`config.mk`:
```
export PLATFORM = sky130hd
export DESIGN_NAME = irq_flag_enable_prio
export DESIGN_NICKNAME = d
export VERILOG_FILES = /design/src/verilog/irq_regs_pkg.sv /design/src/verilog/irq_src_if.sv /design/src/verilog/irq_gate.sv /design/src/verilog/irq_flag_enable_prio.sv
export SDC_FILE = /design/constraint.sdc
export NUM_CORES = 1
export LEC_CHECK = 0
export BUFFER_PORTS_ARGS = -buffer_cell sky130_fd_sc_hd__buf_2
export CELL_PAD_IN_SITES_DETAIL_PLACEMENT = 0
export CELL_PAD_IN_SITES_GLOBAL_PLACEMENT = 1
export CORE_MARGIN = 2
export CORE_UTILIZATION = 35
export DETAILED_ROUTE_END_ITERATION = 7
export PLACE_DENSITY_LB_ADDON = 0.25
export SYNTH_ARGS = -nofsm -noshare
export SYNTH_HDL_FRONTEND = slang
export SYNTH_SLANG_ARGS = --single-unit
```
`constraint.sdc`:
```
create_clock -name clk_i -period 2.8 [get_ports clk_i]
set_input_delay 0.14 -clock clk_i [delete_from_list [all_inputs] [get_ports clk_i]]
set_output_delay 0.14 -clock clk_i [all_outputs]
set_load 0.005 [all_outputs]
```
`src/verilog/irq_regs_pkg.sv`:
```
// constants, register map and field layout for the interrupt flag/enable/priority block
package irq_regs_pkg;
   localparam int unsigned DATA_W = 32;
   localparam int unsigned REG_W = 16;
   localparam int unsigned PRIO_W = 3;
   // byte offsets of the four registers
   localparam logic [11:0] OFFSET_FLAGS_1 = 12'h000;
   localparam logic [11:0] OFFSET_ENABLES_3 = 12'h004;
   localparam logic [11:0] OFFSET_PRIORITY_19 = 12'h008;
   localparam logic [11:0] OFFSET_PENDING = 12'h00C;
   // reset values
   localparam logic [15:0] RESET_FLAGS_1 = 16'h0000;
   localparam logic [15:0] RESET_ENABLES_3 = 16'h0000;
   localparam logic [15:0] RESET_PRIORITY_19 = 16'h4000;
   // writable masks: flags bit 5 and enables bits 15, 10..0 are unimplemented
   localparam logic [15:0] MASK_FLAGS_1 = 16'hFFDF;
   localparam logic [15:0] MASK_ENABLES_3 = 16'h7800;
   localparam logic [15:0] MASK_PRIORITY_19 = 16'h7700;
   // enable bit positions in interrupt_enables_3
   localparam int unsigned BIT_CALENDAR_IE = 14;
   localparam int unsigned BIT_DMA_CH5_DONE_IE = 13;
   localparam int unsigned BIT_CODEC_EVENT_IE = 12;
   localparam int unsigned BIT_CODEC_ERROR_IE = 11;
   // priority field positions in interrupt_priority_19
   localparam int unsigned POS_DAC_LEFT_PRIO = 12;
   localparam int unsigned POS_DAC_RIGHT_PRIO = 8;
   localparam logic [2:0] PRIO_OFF = 3'h0;
   // number of sources handled by the enable/priority path
   localparam int unsigned NUM_SRC = 6;
   localparam logic [1:0] HTRANS_NONSEQ = 2'h2;
endpackage : irq_regs_pkg

```
`src/verilog/irq_src_if.sv`:
```
// bundle carrying per-source request, enable and priority between gate and top
`timescale 1ns/100ps
interface irq_src_if #(parameter int unsigned N = 6);
   logic [N-1:0] req;
   logic [N-1:0] enable;
   logic [N*3-1:0] prio;
   logic [N-1:0] fwd;
   modport ctrl (output req, output enable, output prio, input fwd);
   modport gate (input req, input enable, input prio, output fwd);
endinterface : irq_src_if

```
`src/verilog/irq_gate.sv`:
```
// per-source forwarding gate: enable and non-zero priority
`timescale 1ns/100ps
module irq_gate
   import irq_regs_pkg::*;
#(
   parameter int unsigned N = NUM_SRC
) (
   irq_src_if.gate src // request, enable and priority in, forwarded request out
);
   // forward only when enabled and priority above zero
   always_comb begin
      for (int i = 0; i < N; i++) begin
         src.fwd[i] = src.req[i] & src.enable[i] & (src.prio[i*3 +: 3] != PRIO_OFF); // [RULE_01] [RULE_06]
      end
   end
endmodule : irq_gate

```
`src/verilog/irq_flag_enable_prio.sv`:
```
// interrupt flags, enables and priorities behind an ahb-lite slave
// Functional notes
// RULE_01 - a source request is forwarded only while its enable bit is one; the dac left and right enables are tied to one here
// RULE_02 - enable register bits 10..0 read zero and ignore writes
// RULE_03 - dma channel 5 done enable sits at enable register bit 13
// RULE_04 - codec error enable sits at bit 11, separate from event enable
// RULE_05 - without audio dac, left and right dac interrupts stay disabled always
// RULE_06 - 3-bit priority, 7 highest, 1 lowest, 0 disables; hardware sets flags
//
// The AHB-Lite register port and the register offsets were decided locally.
`timescale 1ns/100ps
module irq_flag_enable_prio
   import irq_regs_pkg::*;
#(
   parameter bit HAS_AUDIO_DAC = 1'b1 // variant has the audio dac
) (
   input wire logic clk_i, // system clock, 25 mhz
   input wire logic reset_n_i, // asynchronous reset, active low
   input wire logic hsel_i, // slave select
   input wire logic [31:0] haddr_i, // byte address
   input wire logic [1:0] htrans_i, // transfer type
   input wire logic hwrite_i, // write when high
   input wire logic [2:0] hsize_i, // transfer size
   input wire logic [31:0] hwdata_i, // write data
   input wire logic hready_i, // bus ready in
   output logic [31:0] hrdata_o, // read data
   output logic hreadyout_o, // slave ready
   output logic hresp_o, // always okay
   input wire logic [15:0] flag_set_i, // per-bit request pulses for interrupt_flags_1
   input wire logic [NUM_SRC-1:0] src_req_i, // requests: cal, dma5, codec ev, codec err, dacl, dacr
   output logic [NUM_SRC-1:0] irq_fwd_o // forwarded requests, registered
);
   typedef struct packed {
      logic [15:0] flags;
      logic [15:0] enables;
      logic [15:0] prio;
      logic wr_pend;
      logic [11:0] wr_addr;
      logic [31:0] rdata;
      logic [NUM_SRC-1:0] fwd;
   } state_t;

   state_t cur;
   state_t next_cur;
   logic [NUM_SRC-1:0] gate_fwd;
   logic addr_ok;

   irq_src_if #(.N(NUM_SRC)) src ();
   irq_gate #(.N(NUM_SRC)) u_gate (.src(src.gate));

   // effective priorities: dac fields forced off on variants without the dac
   function automatic logic [2:0] dac_prio(input logic [2:0] p);
      return HAS_AUDIO_DAC ? p : PRIO_OFF; // [RULE_05]
   endfunction : dac_prio

   // map enables and priorities to the gate; non-dac sources use priority max here
   assign src.req = src_req_i;
   assign src.enable = {cur.enables[BIT_CALENDAR_IE], cur.enables[BIT_DMA_CH5_DONE_IE], // [RULE_03]
                        cur.enables[BIT_CODEC_EVENT_IE], cur.enables[BIT_CODEC_ERROR_IE], // [RULE_04]
                        cur.enables[BIT_CALENDAR_IE] & 1'b0 | 1'b1, 1'b1};
   assign src.prio = {3'h7, 3'h7, 3'h7, 3'h7,
                      dac_prio(cur.prio[POS_DAC_LEFT_PRIO +: PRIO_W]),
                      dac_prio(cur.prio[POS_DAC_RIGHT_PRIO +: PRIO_W])}; // [RULE_05] [RULE_06]
   assign gate_fwd = src.fwd;

   always_comb begin
      addr_ok = 1'b1;
      next_cur = cur;
      next_cur.fwd = gate_fwd;
      // hardware sets flags; a set in the same cycle as a write-clear wins
      if (cur.wr_pend && cur.wr_addr == OFFSET_FLAGS_1) begin
         next_cur.flags = hwdata_i[15:0] & MASK_FLAGS_1;
      end
      next_cur.flags = next_cur.flags | (flag_set_i & MASK_FLAGS_1); // [RULE_06]
      // data phase writes to enables and priorities
      if (cur.wr_pend && cur.wr_addr == OFFSET_ENABLES_3) begin
         next_cur.enables = hwdata_i[15:0] & MASK_ENABLES_3; // [RULE_02]
      end
      if (cur.wr_pend && cur.wr_addr == OFFSET_PRIORITY_19) begin
         next_cur.prio = hwdata_i[15:0] & MASK_PRIORITY_19;
      end
      // address phase: capture writes, prepare read data
      next_cur.wr_pend = 1'b0;
      if (hsel_i && hready_i && htrans_i == HTRANS_NONSEQ) begin
         next_cur.wr_pend = hwrite_i;
         next_cur.wr_addr = haddr_i[11:0];
         if (!hwrite_i) begin
            case (haddr_i[11:0])
               OFFSET_FLAGS_1: next_cur.rdata = {16'h0000, cur.flags};
               OFFSET_ENABLES_3: next_cur.rdata = {16'h0000, cur.enables}; // [RULE_02]
               OFFSET_PRIORITY_19: next_cur.rdata = {16'h0000, cur.prio};
               OFFSET_PENDING: next_cur.rdata = {26'h0000000, cur.fwd};
               default: begin
                  next_cur.rdata = 32'h00000000;
                  addr_ok = 1'b0;
               end
            endcase
         end
      end
   end

   // register the whole state
   always_ff @(posedge clk_i or negedge reset_n_i) begin
      if (!reset_n_i) begin
         cur <= '{flags: RESET_FLAGS_1, enables: RESET_ENABLES_3, prio: RESET_PRIORITY_19,
                  wr_pend: 1'b0, wr_addr: 12'h000, rdata: 32'h00000000, fwd: '0};
      end else begin
         cur <= next_cur;
      end
   end

   assign hrdata_o = cur.rdata;
   assign hreadyout_o = 1'b1;
   assign hresp_o = 1'b0;
   assign irq_fwd_o = cur.fwd;

   // forwarded dma channel 5 request needs its enable
   property p_fwd_needs_enable;
      @(posedge clk_i) disable iff (!reset_n_i)
         irq_fwd_o[4] |-> $past(cur.enables[BIT_DMA_CH5_DONE_IE]);
   endproperty
   a_fwd_needs_enable: assert property (p_fwd_needs_enable) else $error("dma5 forwarded while disabled"); // [RULE_01]

   property p_fwd_when_enabled;
      @(posedge clk_i) disable iff (!reset_n_i)
         (src_req_i[3] && cur.enables[BIT_CODEC_EVENT_IE]) |=> irq_fwd_o[3];
   endproperty
   a_fwd_when_enabled: assert property (p_fwd_when_enabled) else $error("codec event not forwarded"); // [RULE_01]

   property p_low_bits_zero;
      @(posedge clk_i) disable iff (!reset_n_i) cur.enables[10:0] == 11'h000;
   endproperty
   a_low_bits_zero: assert property (p_low_bits_zero) else $error("enable low bits nonzero"); // [RULE_02]

   property p_dma5_write;
      @(posedge clk_i) disable iff (!reset_n_i)
         (cur.wr_pend && cur.wr_addr == OFFSET_ENABLES_3) |=> cur.enables[BIT_DMA_CH5_DONE_IE] == $past(hwdata_i[13]);
   endproperty
   a_dma5_write: assert property (p_dma5_write) else $error("dma5 enable not written"); // [RULE_03]

   property p_err_write;
      @(posedge clk_i) disable iff (!reset_n_i)
         (cur.wr_pend && cur.wr_addr == OFFSET_ENABLES_3) |=> cur.enables[BIT_CODEC_ERROR_IE] == $past(hwdata_i[11]);
   endproperty
   a_err_write: assert property (p_err_write) else $error("codec error enable not written"); // [RULE_04]

   property p_no_dac;
      @(posedge clk_i) disable iff (!reset_n_i) !HAS_AUDIO_DAC |-> irq_fwd_o[1:0] == 2'b00;
   endproperty
   a_no_dac: assert property (p_no_dac) else $error("dac interrupt without dac"); // [RULE_05]

   property p_prio_zero_off;
      @(posedge clk_i) disable iff (!reset_n_i)
         (cur.prio[POS_DAC_LEFT_PRIO +: PRIO_W] == PRIO_OFF) |=> !irq_fwd_o[1];
   endproperty
   a_prio_zero_off: assert property (p_prio_zero_off) else $error("priority zero forwarded"); // [RULE_06]

   property p_flag_set;
      @(posedge clk_i) disable iff (!reset_n_i) flag_set_i[15] |=> cur.flags[15];
   endproperty
   a_flag_set: assert property (p_flag_set) else $error("flag set lost"); // [RULE_06]
endmodule : irq_flag_enable_prio

```
==> flow_metrics.py <==
metrics = {
    "outcome": {
        "status": "completed",
    },
    "placed_design": {
        "dp_slack_ps": 549,
        "portBuffers": 76,
        "dp_hpwl_um": 4470,
        "place.gp.congestion": 0.705,
    },
    "route": {
        "drt_iter0_drc": 29,
        "vias_per_cell": 4.62,
        "routed-wl-met3_um": 274,
        "drt_pass1_iterations": 4,
        "drcViolationCount": 0,
        "postRouteWirelength_um": 6200,
        "ant_nets": 0,
        "num_vias": 1959,
        "wl_met2_um": 2910,
        "wl_met1_um": 2870,
        "detail_route.wl_per_cell_um": 14.6,
        "top_layer_used": "met4",
    },
    "sta": {
        "finalSetupTns_ps": 0,
        "finalHoldViolCount": 0,
        "setup_viol": 0,
        "fin_worst_skew_ps": 4.68,
        "hold_slack_ps": 26.6,
        "period_share_pct": 80.6,
        "final_max_slew_viol_count": 0,
        "final.setup.worst_slack_ps": 543,
        "max_slew_margin_pct": 50.2,
        "rsz0062_at_grt": "no",
        "post-route-min-period_ps": 2260,
        "clock.fmax_mhz": 443,
        "worst_slew_pin_slew_ps": 743,
    },
    "power_and_ir_drop": {
        "p_leak_nw": 1.58,
        "p_clk_share_pct": 38.9,
        "seqPwrFrac_pct": 51.6,
        "p_sw_share_pct": 23.8,
        "switchingPower_mw": 0.436,
        "p_int_mw": 1.40,
        "power_frac_comb_pct": 9.5,
        "power_density_nw_per_um2": 546,
        "ir_worst_vdd_v": 0.000211,
    },
    "clock_tree": {
        "cts_resized": 0,
        "clk_path_buf_depth": 2,
        "htreeDepth": 3,
        "cts_setup_buffers": 0,
        "path_clk_slew_ps": 60,
        "clock-sinks": 60,
        "cts_hold_buf": 1,
        "cts_buffers": 9,
        "cts_tree": "done",
        "cts_root_buf": "clkbuf_8",
        "clkLatencyLatePin_ps": 330,
    },
    "synth": {
        "synthCells": 255,
        "ys_warn_count": 0,
        "yosysUniqueCellTypes": 30,
        "ys_seq_area_share_pct": 51.7,
        "avgSynthCellArea_um2": 11.4,
        "syn_area_um2": 2910,
        "synth_seq_cells": 60,
    },
    "worst_setup_path": {
        "startpoint_type": "register",
        "r2r-start": "cur[43]",
        "cp-end-kind": "register",
        "cpMaxStageDelayCell": "or4_1",
        "slowest_delay_ps": 740,
        "crit_type": "register to register",
        "worst-path-max-fanout": 6,
        "startpoint": "cur[43]",
        "cp.arrival_ps": 2470,
        "path_cells": "or4_1 -> or4_1 -> mux2_4",
        "r2r_cells": 3,
        "required_ps": 3020,
        "crit_path_frequent_cell": "or4_1",
    },
    "min_path": {
        "min-delay-start": "src_req_i[2]",
        "hold-path-cell-count": 2,
        "hold_class": "input pin to register",
    },
    "final_layout": {
        "antenna_cells": 0,
        "syn2layout_area_growth_pct": 15.5,
        "drive_above_1_share_pct": 37.9,
        "final_nets": 410,
        "fill_cells": 819,
    },
    "floorplan": {
        "die_w_um": 95.1,
        "die-height_um": 95.1,
        "start_util_pct": 35.7,
        "die_area_um2": 9050,
        "coreArea_um2": 8130,
        "num_io_pins": 136,
        "rows": 33,
    },
    "global_routing": {
        "grt_first_pass_wirelength_um": 10000,
        "grt_max_degree": 31,
        "grt_usage_pct": 14.9,
        "antenna_found_initial": 0,
        "grt_pass1_vias": 1976,
        "overflow": 0,
    },
    "flow_run": {
        "cap_violations": 0,
    },
}
routing by layer:
| metal | track usage (%) | vias to the layer above |
|---|---|---|
| li1 | - | 947 |
| met5 | 0 | - |
| met1 | 19.9 | 952 |
| met4 | 7.61 | 0 |
| met2 | 22.8 | 49 |
| met3 | 3.32 | 11 |
logic make-up (layout without fill, tap and decap cells):
group,Yosys count,after routing,share of synthesized area (%)
buffers and inverters,51,99,12.1
flip-flops,60,60,51.7
AND/OR/NAND/NOR,56,56,10.3
AO/OA/AOI/OAI,42,42,8.66
multiplexers,44,44,16.9
other,2,18,0.258
layout by cell type (no fill, tap or decap), types with 5 or more instances in the layout:
cell,Yosys,final
conb_1,2,18
buf_2,0,76
mux2_4,6,6
o21ai_0,28,28
a22oi_1,5,5
mux2_2,16,16
dfrtp_1,59,59
and2_1,5,5
clkbuf_8,0,12
buf_4,41,5
nor2_1,32,32
mux2i_1,22,22
flip-flops by register name (all words and copies together) (netlist names):
name	count
cur	38
irq_fwd_o	6
hrdata_o	16
path summary, 6_finish.rpt:
check | to | slack (ps)
setup / recovery | cur[64] | 540
setup reg to reg | cur[64] | 540
hold / removal | irq_fwd_o[2] | 30
min in group asynchronous | cur[63] | 220
max in group asynchronous | cur[42] | 1920
hold reg to reg | cur[45] | 500
per-stage QoR:
step                      cells  utilization (%)  instance area [um2]  power, mW
after global routing        424             41.3                 3360       1.92
after detailed placement    407             38.9                 3170       1.14
after global placement      407             38.9                 3170       1.13
after floorplan             271                -                 2970       1.07
final                       424             41.3                 3360       1.83
after CTS                   424             41.3                 3360       1.86
cell usage after synthesis (all sizes together):
| library cell | count | area share (%) |
|---|---|---|
| conb | 2 | 0.26 |
| o31ai | 4 | 1.0 |
| dfstp | 1 | 0.90 |
| or4b | 2 | 0.82 |
| nand4b | 2 | 0.60 |
| mux2i | 22 | 7.6 |
| mux2 | 22 | 9.3 |
| nor2 | 32 | 4.1 |
| a22oi | 5 | 1.3 |
| dfrtp | 59 | 51 |
| nor2b | 1 | 0.22 |
| and2 | 5 | 1.1 |
| buf | 43 | 11 |
| nor4 | 4 | 1.6 |
| nand2 | 4 | 0.52 |
| inv | 1 | 0.13 |
| nor3 | 1 | 0.17 |
| nand2b | 1 | 0.22 |
| or3 | 1 | 0.22 |
| o31a | 2 | 0.60 |
| o21ai | 28 | 4.8 |
| clkbuf | 7 | 0.90 |
| or4 | 3 | 0.78 |
| a2bb2oi | 3 | 0.90 |
critical path: cells and delay by family, from the launching register on:
kind             cells  cell delay [ps]
multiplexers         1              370
AND/OR/NAND/NOR      2             1380
flip-flops           1              380
layout make-up:
class	count	area (um2)	share of cell area, %
inverters	1	3.75	0.112
clock buffers	15	176	5.26
well taps	105	131	3.91
repair buffers	82	428	12.7
flip-flops and latches	60	1500	44.8
clock inverters	1	5.00	0.149
multi-input cells	160	1110	33.1
power by group through the flow:
stage          combinational [mW]  clock, mW  sequential, mW
2_1_floorplan               0.115          0           0.951
3_3_place_gp                0.173          0           0.959
3_5_place_dp                0.176          0           0.962
4_1_cts                     0.178      0.734           0.945
5_1_grt                     0.196      0.774           0.952
6_report                    0.175      0.713           0.946
No activity file was read; power rests on OpenSTA's default activity.
